==> src/audio_in_cfg.svh <==
// Constants of the bypass / bitstream audio input block.
// Assumes the register port addresses registers by their printed index.
// Operation
// RQ1 - Source runs word-rate clock synchronous to the system clock.
// RQ2 - Any fixed phase between system clock and word-rate clock is accepted.
// RQ3 - Format field picks 16, 20 or 24 bit right-justified words.
// RQ4 - Modulator rate field: 00 eight, 01 four, 10 sixteen times.
// RQ5 - Total oversampling is filter factor times modulator rate; oversample_mult_o follows the modulator rate alone.
// RQ6 - Host avoids sixteen times rate above 100 kHz sampling.
// RQ7 - Sixteen times rate needs system clock above 256 fs.
// RQ8 - Bits unavailable in bypass mode have no effect.
// RQ9 - Bitstream enable bit in register 20 enters bitstream mode.
// RQ10 - Bitstream mode uses one of four filter responses from register 18.
// RQ11 - Bitstream enable must precede bitstream data, else command mode.
// RQ12 - Serial data pin carries left or single bitstream.
// RQ13 - Frame clock pin carries the right bitstream.
// RQ14 - System clock pin carries the bitstream bit clock.
// RQ15 - Serial bit clock pin held low in bitstream mode.
// RQ16 - Bitstream bit clock is an integer multiple of fs.
// RQ17 - Filter bypass bit in register 20 enters bypass mode.
// RQ18 - Word-rate clock runs at eight or four times fs.
// RQ19 - Left samples on data pin, right samples on mute pin.
// RQ20 - Zero flags read one when a channel zero is detected.
// RQ21 - Shift on rising bit clock, latch word at word clock boundary.
// RQ22 - One bit per channel per bitstream clock edge to the filter.
`ifndef AUDIO_IN_CFG_SVH
`define AUDIO_IN_CFG_SVH
`define REG_A_IDX      7'h10
`define REG_B_IDX      7'h11
`define REG_FMT_IDX    7'h12
`define REG_CHAN_IDX   7'h13
`define REG_MODE_IDX   7'h14
`define REG_ZEN_IDX    7'h15
`define REG_ZST_IDX    7'h16
`define FMT_LSB        4
`define DMF_LSB        2
`define OS_LSB         0
`define CHANNEL_PICK_BIT       2
`define MONO_BIT       3
`define FILTER_BYPASS_EN_BIT       4
`define DSD_BIT        5
`define SYSTEM_RESET_CMD_BIT       6
`define REV_BIT        7
`define OPE_BIT        4
`define INFINITE_ZERO_DETECT_OPT_BIT       0
`define SAMPLE_ZERO_FLAG_EN_BIT       0
`define FMT_RST        3'h0
`define OS_RST         2'h0
`define DMF_RST        2'h0
`define ZEN_RST        8'h01
`define ZERO_RUN       12'hFFF
`endif

==> src/audio_in_pkg.sv <==
// Types shared by the audio input block.
// Assumes audio_in_cfg.svh carries the numbers.
package audio_in_pkg;
	typedef enum logic [2:0] {
		FMT_16 = 3'h0,
		FMT_20 = 3'h1,
		FMT_24 = 3'h2
	} fmt_t;
	typedef enum logic [1:0] {
		OS_X8  = 2'h0,
		OS_X4  = 2'h1,
		OS_X16 = 2'h2,
		OS_RSV = 2'h3
	} os_t;
	typedef enum logic [2:0] {
		MODE_NORMAL = 3'h1,
		MODE_BYPASS = 3'h2,
		MODE_STREAM = 3'h4
	} mode_t;
endpackage

==> src/pin_sync_if.sv <==
// Carrier between the top block and its pin synchroniser.
// Assumes all signals live in the mclk_i domain after sync.
`timescale 1ns/100ps
interface pin_sync_if;
	logic raw;
	logic synced;
	modport src (output raw, input synced);
	modport snk (input raw, output synced);
endinterface

==> src/audio_in.sv <==
// Bypass and bitstream audio input front end with its control registers.
// Assumes pins are asynchronous and pass two flip-flops before use.
`timescale 1ns/100ps
`include "audio_in_cfg.svh"
module audio_in
	import audio_in_pkg::*;
(
	input  wire logic        mclk_i,
	input  wire logic        rst_b_i,
	input  wire logic        frame_clock_i,
	input  wire logic        serial_bit_clock_i,
	input  wire logic        data_pin_i,
	input  wire logic        mute_pin_i,
	input  wire logic        sys_clock_pin_i,
	input  wire logic        reg_wr_i,
	input  wire logic [6:0]  reg_idx_i,
	input  wire logic [7:0]  reg_wdata_i,
	output logic      [7:0]  reg_rdata_o,
	output logic      [23:0] left_sample_o,
	output logic      [23:0] right_sample_o,
	output logic             sample_valid_o,
	output logic             left_bitstream_o,
	output logic             right_bitstream_o,
	output logic             bit_valid_o,
	output logic      [1:0]  fir_response_o,
	output logic      [1:0]  modulator_rate_o,
	output logic      [4:0]  oversample_mult_o,
	output logic             left_zero_flag_o,
	output logic             right_zero_flag_o
);
	logic [7:0] ctrl_word_a;
	logic [7:0] ctrl_word_b;
	logic [7:0] input_format_ctrl;
	logic [7:0] channel_option_ctrl;
	logic [7:0] operating_mode_ctrl;
	logic [7:0] zero_flag_enable_ctrl;
	logic [7:0] zero_flag_status;
	mode_t      mode;
	mode_t      next_mode;
	logic [2:0] pin_raw;
	logic [2:0] pin_s;
	logic       ser_s;
	logic       mute_s;
	logic [2:0] pin_d;

	// Frame, bit clock, data, mute and system clock pins
	pin_sync_if fr_if();
	pin_sync_if bk_if();
	pin_sync_if dt_if();
	pin_sync_if mu_if();
	pin_sync_if sk_if();
	assign fr_if.raw = frame_clock_i;
	assign bk_if.raw = serial_bit_clock_i;
	assign dt_if.raw = data_pin_i;
	assign mu_if.raw = mute_pin_i;
	assign sk_if.raw = sys_clock_pin_i;
	pin_sync u_fr (.mclk_i(mclk_i), .rst_b_i(rst_b_i), .p(fr_if));
	pin_sync u_bk (.mclk_i(mclk_i), .rst_b_i(rst_b_i), .p(bk_if));
	pin_sync u_dt (.mclk_i(mclk_i), .rst_b_i(rst_b_i), .p(dt_if));
	pin_sync u_mu (.mclk_i(mclk_i), .rst_b_i(rst_b_i), .p(mu_if));
	pin_sync u_sk (.mclk_i(mclk_i), .rst_b_i(rst_b_i), .p(sk_if));
	assign pin_s  = {sk_if.synced, bk_if.synced, fr_if.synced};
	assign ser_s  = dt_if.synced;
	assign mute_s = mu_if.synced;
	assign pin_raw = pin_s;

	logic fr_s;
	logic bk_s;
	logic sk_s;
	logic bk_rise;
	logic fr_fall;
	logic sk_rise;
	assign fr_s = pin_s[0];
	assign bk_s = pin_s[1];
	assign sk_s = pin_s[2];
	// Edges found by sampling, so no fixed phase to mclk is needed
	assign bk_rise = bk_s & ~pin_d[1]; // see RQ2
	assign fr_fall = ~fr_s & pin_d[0]; // see RQ2
	assign sk_rise = sk_s & ~pin_d[2]; // see RQ14

	always_ff @(posedge mclk_i) begin
		if (!rst_b_i)
			pin_d <= 3'h0;
		else
			pin_d <= pin_raw;
	end

	// Register port: bits unavailable in bypass mode are never stored
	logic system_reset_cmd_pulse;
	always_ff @(posedge mclk_i) begin
		if (!rst_b_i || system_reset_cmd_pulse) begin
			ctrl_word_a           <= 8'h00;
			ctrl_word_b           <= 8'h00;
			input_format_ctrl     <= {1'b0, `FMT_RST, 4'h0};
			channel_option_ctrl   <= 8'h00;
			operating_mode_ctrl   <= 8'h00;
			zero_flag_enable_ctrl <= `ZEN_RST;
		end else if (reg_wr_i) begin // see RQ8
			case (reg_idx_i)
				`REG_A_IDX:    ctrl_word_a <= reg_wdata_i;
				`REG_B_IDX:    ctrl_word_b <= reg_wdata_i;
				`REG_FMT_IDX:  input_format_ctrl <= reg_wdata_i & 8'h7C;
				`REG_CHAN_IDX: channel_option_ctrl <= reg_wdata_i & 8'h91;
				`REG_MODE_IDX: operating_mode_ctrl <= reg_wdata_i & 8'h3F;
				`REG_ZEN_IDX:  zero_flag_enable_ctrl <= reg_wdata_i & 8'h07;
				default: ;
			endcase
		end
	end

	// Soft reset is a self-clearing command
	always_ff @(posedge mclk_i) begin
		if (!rst_b_i)
			system_reset_cmd_pulse <= 1'b0;
		else
			system_reset_cmd_pulse <= reg_wr_i && reg_idx_i == `REG_MODE_IDX
				&& reg_wdata_i[`SYSTEM_RESET_CMD_BIT];
	end

	logic bitstream_mode_en;
	logic filter_bypass_en;
	logic [2:0] input_format_sel;
	logic [1:0] modulator_rate_sel;
	logic [1:0] fir_response_sel;
	logic mono_sel;
	logic sample_zero_flag_en;
	assign bitstream_mode_en   = operating_mode_ctrl[`DSD_BIT];
	assign filter_bypass_en    = operating_mode_ctrl[`FILTER_BYPASS_EN_BIT];
	assign input_format_sel    = input_format_ctrl[`FMT_LSB +: 3];
	assign modulator_rate_sel  = operating_mode_ctrl[`OS_LSB +: 2];
	assign fir_response_sel    = input_format_ctrl[`DMF_LSB +: 2];
	assign mono_sel            = operating_mode_ctrl[`MONO_BIT];
	assign sample_zero_flag_en = zero_flag_enable_ctrl[`SAMPLE_ZERO_FLAG_EN_BIT];

	// Bitstream mode takes precedence; host must set it before data flows
	always_comb begin
		if (bitstream_mode_en)
			next_mode = MODE_STREAM; // see RQ9 see RQ11
		else if (filter_bypass_en)
			next_mode = MODE_BYPASS; // see RQ17
		else
			next_mode = MODE_NORMAL;
	end

	always_ff @(posedge mclk_i) begin
		if (!rst_b_i)
			mode <= MODE_NORMAL;
		else
			mode <= next_mode;
	end

	// Bypass receiver
	logic [23:0] left_shift;
	logic [23:0] right_shift;
	logic [23:0] left_word;
	logic [23:0] right_word;
	always_ff @(posedge mclk_i) begin
		if (!rst_b_i) begin
			left_shift  <= 24'h0;
			right_shift <= 24'h0;
		end else if (mode == MODE_BYPASS && bk_rise) begin
			left_shift  <= {left_shift[22:0], ser_s}; // see RQ19 see RQ21
			right_shift <= {right_shift[22:0], mute_s}; // see RQ19
		end
	end

	// Right-justified: the last N bits before the word edge form the word
	always_comb begin
		case (input_format_sel)
			FMT_20: begin
				left_word  = {{4{left_shift[19]}}, left_shift[19:0]};
				right_word = {{4{right_shift[19]}}, right_shift[19:0]};
			end
			FMT_24: begin
				left_word  = left_shift;
				right_word = right_shift;
			end
			default: begin
				left_word  = {{8{left_shift[15]}}, left_shift[15:0]};
				right_word = {{8{right_shift[15]}}, right_shift[15:0]};
			end
		endcase // see RQ3
	end

	always_ff @(posedge mclk_i) begin
		if (!rst_b_i) begin
			left_sample_o  <= 24'h0;
			right_sample_o <= 24'h0;
			sample_valid_o <= 1'b0;
		end else begin
			sample_valid_o <= mode == MODE_BYPASS && fr_fall;
			if (mode == MODE_BYPASS && fr_fall) begin
				left_sample_o  <= left_word; // see RQ21
				right_sample_o <= right_word;
			end
		end
	end

	// Bitstream receiver: data pin left or mono, frame pin right
	always_ff @(posedge mclk_i) begin
		if (!rst_b_i) begin
			left_bitstream_o  <= 1'b0;
			right_bitstream_o <= 1'b0;
			bit_valid_o       <= 1'b0;
		end else begin
			bit_valid_o <= mode == MODE_STREAM && sk_rise; // see RQ22
			if (mode == MODE_STREAM && sk_rise) begin
				left_bitstream_o  <= ser_s; // see RQ12
				right_bitstream_o <= mono_sel ? ser_s : fr_s; // see RQ13
			end
		end
	end

	// Rate and filter controls; the multiple is the modulator rate alone
	always_ff @(posedge mclk_i) begin
		if (!rst_b_i) begin
			fir_response_o    <= `DMF_RST;
			modulator_rate_o  <= `OS_RST;
			oversample_mult_o <= 5'h08;
		end else begin
			fir_response_o   <= fir_response_sel; // see RQ10
			modulator_rate_o <= modulator_rate_sel; // see RQ4
			case (os_t'(modulator_rate_sel))
				OS_X4:   oversample_mult_o <= 5'h04; // see RQ5
				OS_X16:  oversample_mult_o <= 5'h10;
				default: oversample_mult_o <= 5'h08;
			endcase
		end
	end

	// Zero detect over a long run of zero words in bypass mode
	logic [11:0] zl_cnt;
	logic [11:0] zr_cnt;
	always_ff @(posedge mclk_i) begin
		if (!rst_b_i) begin
			zl_cnt <= 12'h0;
			zr_cnt <= 12'h0;
		end else if (sample_valid_o) begin
			zl_cnt <= |left_sample_o ? 12'h0
				: (zl_cnt == `ZERO_RUN ? zl_cnt : zl_cnt + 12'h1);
			zr_cnt <= |right_sample_o ? 12'h0
				: (zr_cnt == `ZERO_RUN ? zr_cnt : zr_cnt + 12'h1);
		end
	end

	always_ff @(posedge mclk_i) begin
		if (!rst_b_i) begin
			left_zero_flag_o  <= 1'b0;
			right_zero_flag_o <= 1'b0;
			zero_flag_status  <= 8'h00;
		end else begin
			left_zero_flag_o  <= sample_zero_flag_en && zl_cnt == `ZERO_RUN;
			right_zero_flag_o <= sample_zero_flag_en && zr_cnt == `ZERO_RUN;
			zero_flag_status  <= {6'h0, right_zero_flag_o,
				left_zero_flag_o}; // see RQ20
		end
	end

	always_ff @(posedge mclk_i) begin
		if (!rst_b_i)
			reg_rdata_o <= 8'h00;
		else begin
			case (reg_idx_i)
				`REG_A_IDX:    reg_rdata_o <= ctrl_word_a;
				`REG_B_IDX:    reg_rdata_o <= ctrl_word_b;
				`REG_FMT_IDX:  reg_rdata_o <= input_format_ctrl;
				`REG_CHAN_IDX: reg_rdata_o <= channel_option_ctrl;
				`REG_MODE_IDX: reg_rdata_o <= operating_mode_ctrl;
				`REG_ZEN_IDX:  reg_rdata_o <= zero_flag_enable_ctrl;
				`REG_ZST_IDX:  reg_rdata_o <= zero_flag_status;
				default:       reg_rdata_o <= 8'h00;
			endcase
		end
	end
endmodule // audio_in

==> src/pin_sync.sv <==
// Two flip-flop synchroniser for one pin.
// Assumes a clean pin level; first stage feeds only the second.
`timescale 1ns/100ps
module pin_sync (
	input  wire logic mclk_i,
	input  wire logic rst_b_i,
	pin_sync_if.snk   p
);
	logic stage1;
	logic stage2;
	always_ff @(posedge mclk_i) begin
		if (!rst_b_i) begin
			stage1 <= 1'b0;
			stage2 <= 1'b0;
		end else begin
			stage1 <= p.raw;
			stage2 <= stage1;
		end
	end
	assign p.synced = stage2;
endmodule // pin_sync

==> config.mk <==
export PLATFORM = sky130hd
export DESIGN_NAME = audio_in
export DESIGN_NICKNAME = d
export VERILOG_FILES = /design/src/audio_in_pkg.sv /design/src/pin_sync_if.sv /design/src/audio_in.sv /design/src/pin_sync.sv
export VERILOG_INCLUDE_DIRS = /design/src
export SDC_FILE = /design/constraint.sdc
export NUM_CORES = 1
export LEC_CHECK = 0
export ABC_AREA = 1
export BUFFER_PORTS_ARGS = -buffer_cell sky130_fd_sc_hd__buf_4
export CAP_MARGIN = 20
export CORE_MARGIN = 2
export CORE_UTILIZATION = 58
export CTS_CLUSTER_DIAMETER = 50
export DETAILED_ROUTE_END_ITERATION = 6
export GPL_ROUTABILITY_DRIVEN = 0
export PLACE_DENSITY_LB_ADDON = 0.1
export SYNTH_ARGS = -nofsm -noshare
export SYNTH_HDL_FRONTEND = slang
export SYNTH_SLANG_ARGS = --single-unit
==> constraint.sdc <==
create_clock -name mclk_i -period 2.14 [get_ports mclk_i]
set_clock_uncertainty 0.1 [all_clocks]
set_input_delay 0 -clock mclk_i [delete_from_list [all_inputs] [get_ports mclk_i]]
set_output_delay 0 -clock mclk_i [all_outputs]
set_load 0.05 [all_outputs]
**After elaboration in Yosys (flattened, before gate mapping)**

Cells that the tools add are included.

- Input port bits: 23
- Register bits: 201
- Word-level logic and storage cells: 95
- Output and inout port bits: 71

- Bitwise gates (word level): 7
- Add/subtract/negate cells: 2
- Equality and inequality tests: 17
- Multiplexer cells: 11
- Reduce and logical (&&, ||, !) cells: 20

Operators by type and width:

| operator | count |
|---|---|
| one-hot mux 24 bit (2 select lines) | 2 |
| one-hot mux 8 bit (7 select lines) | 1 |
| == test 7 x 5 -> 1 bit (second input constant) | 7 |
| two-way mux 12 bit | 4 |
| OR reduction 24 bit | 2 |
| adder 12 x 1 -> 12 bit (second input constant) | 2 |
| == test 12 bit (second input constant) | 2 |
| AND reduction 2 bit | 8 |
| one-hot mux 5 bit (2 select lines) | 1 |
| logical AND 1 bit | 7 |
| == test 3 x 2 -> 1 bit (second input constant) | 2 |
| inequality test 2 bit (second input constant) | 2 |
| inverter 1 bit | 4 |
| AND 1 bit | 3 |
| == test 3 x 1 -> 1 bit (second input constant) | 1 |
| == test 3 bit (second input constant) | 1 |
| two-way mux 3 bit | 1 |
| == test 2 x 1 -> 1 bit (second input constant) | 1 |
| == test 2 bit (second input constant) | 1 |
| two-way mux 2 bit | 1 |
| OR reduction 2 bit | 1 |
| logical NOT 1 bit | 1 |
| logical OR 1 bit | 1 |
| two-way mux 1 bit | 1 |

**Longest topological paths before layout**

- Depth after elaboration: 3
- Mapped depth: 10
- Gate-level depth less buffers: 10

**Hierarchy**

Synthesis repeated with hierarchy kept, for this count alone.

- Cells, all modules: 1092
- Area total of the unflattened synthesis: 7905.1 um^2

By module, submodules not included:

| module | instances | cells each | seq. area each (um^2) | area each (um^2) |
|---|---|---|---|---|
| audio_in | 1 | 1062 | 3663.5 | 7629.8 |
| pin_sync | 5 | 6 | 40.0 | 55.1 |

**Worst setup path before layout**

Ideal clock, no wire load.

- Kind: reg2reg
- Start point: register zr_cnt[1]
- End point: register zr_cnt[4]
- Arrival time: 1.469 ns
- Cell stages (with the launch flop): 11
- Setup time: 0.069 ns
- Setup slack: 0.502 ns
- Data required time: 1.971 ns
- Buffers on the path: 1
- Period minus slack after synthesis: 1.638 ns
- Path through: dfxtp_1 ha_1 nand2_2 nor2_2 nand2_2 nor2_4 nand4_4 nand2_4 buf_12 nand2_1 a21oi_2

- Cells in the longest elaborated chain, start to end: 3
- Elaborated cells on any way between the ends: 6
- Classes of those cells: add/sub (1); eq/ne (2); mux (2); reduce/logical (1)

RTL lines:

| item | line | RTL |
|---|---|---|
| start, declared | audio_in.sv:233 | `logic [11:0] zr_cnt;` |
| start signal, assigned | audio_in.sv:241 | `zr_cnt <= \|right_sample_o ? 12'h0` |
| adder 12 x 1 -> 12 bit / == test 12 bit (equally long branches) | n/a |  |
| two-way mux 12 bit / inequality test 2 bit (equally long branches) | n/a |  |
| two-way mux 12 bit / AND reduction 2 bit (equally long branches) | n/a |  |

Several ways; a longest one is shown, not always the timed one. The select of a mux whose other input is x is not followed.
A chain may end at the register's enable or synchronous reset.

**Worst setup path in the final report**

- Start point: input port reg_idx_i[5]
- End point: register input_format_ctrl[3]

- Cells in the longest elaborated chain, start to end: 2

RTL lines:

| item | line | RTL |
|---|---|---|
| start, declared | audio_in.sv:16 | `input wire logic [6:0] reg_idx_i,` |
| == test 7 x 5 -> 1 bit | audio_in.sv:99 | `case (reg_idx_i)` |
| AND reduction 2 bit (no source line) | n/a |  |
| end signal, assigned | audio_in.sv:94 | `` input_format_ctrl <= {1'b0, `FMT_RST, 4'h0}; `` |
| end signal, assigned | audio_in.sv:102 | `` `REG_FMT_IDX: input_format_ctrl <= reg_wdata_i & 8'h7C; `` |
| end, declared | audio_in.sv:33 | `logic [7:0] input_format_ctrl;` |

Every way passes these cells.

==> results.toml <==
[cts]
cts_root_buf = "clkbuf_16"
insertion_delay_ns = 0.43
cts_tree = "built"
clk_pin_slew_ns = 0.07
clock_sinks = 193
h-tree-depth = 4
cts_setup_buffers = 0
cts_buffers = 17
clock_path_buffers = 2

[setup_path]
end_kind = "flop"
worst_ep_arrival_time_ns = 2.30
critPathKind = "in2reg"
crit_path_cell_trace = "dlygate4sd3_1 > buf_4 > nor2_4 > nand2_1 > nor2_4 > nand2_1 > inv_2 > nand2_1 > a21oi_1 > dlygate4sd3_1"
critPathRequiredTime_ns = 2.41
cpPeakStageDelay_ns = 0.56
cpMostUsedCell = "nand2_1"
worst_path_max_delay_cell = "dlygate4sd3_1"
crit_fanout = 7
critPathLaunchType = "input port"

[global_route]
track_usage_pct = 26.7
grt_pass1_vias = 6810
grt_pass1_wl_um = 31500
grt-ovfl-total = 0
antenna_found_initial = 0
grt_max_degree = 127

[layout]
most-common-layout-cells = "nor2_1, dfxtp_1, nand2_1"
stdcell_count = 1369
fill_cells = 1068
layout_commonest_cell = "nor2_1"
area_delta_synth_final_pct = 20.4
drive_gt1_share_pct = 14.8
multi_input_area_um2 = 3420
seqCellArea_um2 = 3860
diodes = 0
finalNetCount = 1207

[routing]
drc_errors = 0
drtAntennaViolNets = 0
wl_per_cell_um = 13.7
drtIter0Drc = 652
first_pass_iters = 5
num_vias = 7167
vias_per_cell = 5.24
wirelength_um = 18700

[yosys]
yosys-top-cells-area = "dfxtp_1, nor2_1, o21ai_0"
syn-instance-count = 1084
synth.cell_area_um2 = 7920
seq_area_frac_synth_pct = 48.8
yosysTopAreaCell = "dfxtp_1"
synth_cell_types = 39
async_reset_ff_share_pct = 0
synth_edf_count = 0
synth_seq_cells = 193
synth.avg_cell_area_um2 = 7.31
ys_warn_count = 0
synth_top_area_share_pct = 48.8
ys.flop_type = "dfxtp_1"

[floorplan]
die_h_um = 121
core_area_um2 = 13300
start_util_pct = 59.6
fp.dieW_um = 121
die_area_um2 = 14600
rows = 42
io_pins = 94

[place]
placed_cells = 1315
dp_hpwl_um = 12000
port-buffer-count = 91

[pwr]
pwr-share-comb_pct = 2.8
p_leak_nw = 4.45
clkPwrFrac_pct = 46.0
irDropWorstVdd_mv = 0.618
power.internal_mw = 5.59
p_sw_mw = 1.46
power.density_nw_per_um2 = 739
power_switching_share_pct = 20.7
seqPwrFrac_pct = 51.3

[timing]
slew_headroom_pct = 60.1
setup_violations = 0
fin_setup_tns_ns = 0
rsz0062_at_grt = "false"
whs_ns = 0.0121
worstMarginPinSlew_ns = 0.596
max_freq_mhz = 494
timing.final.crit_share_pct = 94.6
hold_violations = 0
timing.final.crit_period_ns = 2.02
slew_violations = 0

[min_path]
holdCritPathClass = "in2reg"

[run_status]
status = "finished, final reports clean"

[job]
maxCapViolCount = 0
[layer usage]
metal / vias up / track usage (%) / wire (um)
met3: 32 / 5.78 / 865
li1: 3656 / - / -
met2: 177 / 45.3 / 9200
met5: - / 0 / 0
met1: 3302 / 33.8 / 8320
met4: 0 / 9.01 / 327
[worst max-delay path, delay by kind of cell]
family | cells | cell delay [ns]
and+or+nand+nor | 5 | 0.78
AOI/OAI and AO/OA | 1 | 0.11
buffers and inverters | 4 | 1.41
[cell families (layout without fill, tap and decap cells)]
| logic type | Yosys count | in the layout | synth area share (%) |
|---|---|---|---|
| XOR/XNOR | 9 | 9 | 0.995 |
| other | 1 | 2 | 0.0473 |
| buffers and inverters | 160 | 268 | 8.37 |
| flip-flops | 193 | 193 | 48.8 |
| AO/OA/AOI/OAI | 216 | 216 | 14.4 |
| adder cells (fa/ha/maj) | 4 | 4 | 0.632 |
| AND/OR/NAND/NOR | 501 | 501 | 26.8 |
[stage by stage]
step | setup slack, ns | util, % | power [mW] | instance area, um2
after global routing | 0.0119 | 71.7 | 7.24 | 9530
after floorplan | 0.502 | - | 3.79 | 7930
final | 0.116 | 71.7 | 7.04 | 9530
after detailed placement | 0.248 | 65.4 | 3.85 | 8700
after global placement | 0.309 | 65.4 | 3.85 | 8700
after CTS | 0.194 | 71.7 | 7.08 | 9530
[power groups by stage]
stage | Sequential, mW | Combinational, mW | Clock (mW)
floorplan | 3.69 | 0.0965 | 0
detailed placement | 3.69 | 0.163 | 0
finish | 3.61 | 0.194 | 3.24
global placement | 3.69 | 0.161 | 0
CTS | 3.61 | 0.189 | 3.28
global route | 3.61 | 0.212 | 3.42
[cells in the mapped netlist, drive strengths merged, types with 4 or more instances]
library cell and count:
a21oi 67, nand4 26, o21ai 135, a31oi 5, nand2 164, inv 110, nand3 25, clkbuf 32
ha 4, nor2 272, nor3 9, xor2 9, buf 17, o211ai 4, dfxtp 193
[final timing paths]
kind	start	to	slack, ns	cells past startpoint
worst max-delay path	reg_idx_i[5]	input_format_ctrl[3]	0.12	10
worst min-delay path	reg_idx_i[6]	reg_rdata_o[6]	0.01	8
worst max register to register	system_reset_cmd_pulse	input_format_ctrl[3]	0.20	4
worst min register to register	u_fr.stage1	u_fr.p.synced	0.31	2
[what timing repair did]
item	in CTS	in global routing
hold buffers	22	0
endpoints found under the hold margin	41	0
endpoints found under the setup margin	0	1
resized for setup	0	1
[sequential cells by signal, indices dropped and copies added, names as in the netlist, 5 cells and up]
signal	count
ctrl_word_a	8
ctrl_word_b	8
input_format_ctrl	5
left_sample_o	24
left_shift	24
operating_mode_ctrl	6
reg_rdata_o	8
right_sample_o	24
right_shift	24
zl_cnt	12
zr_cnt	12
[layout make-up]
cell class	instances	share of cell area, %
timing repair buffer	125	10.6
sequential	193	40.5
clock buffer	24	5.37
multi-input combinational	732	35.8
inverter	111	4.37
tap	176	2.31
clock inverter	8	1.04
(Power assumes the default switching activity.)
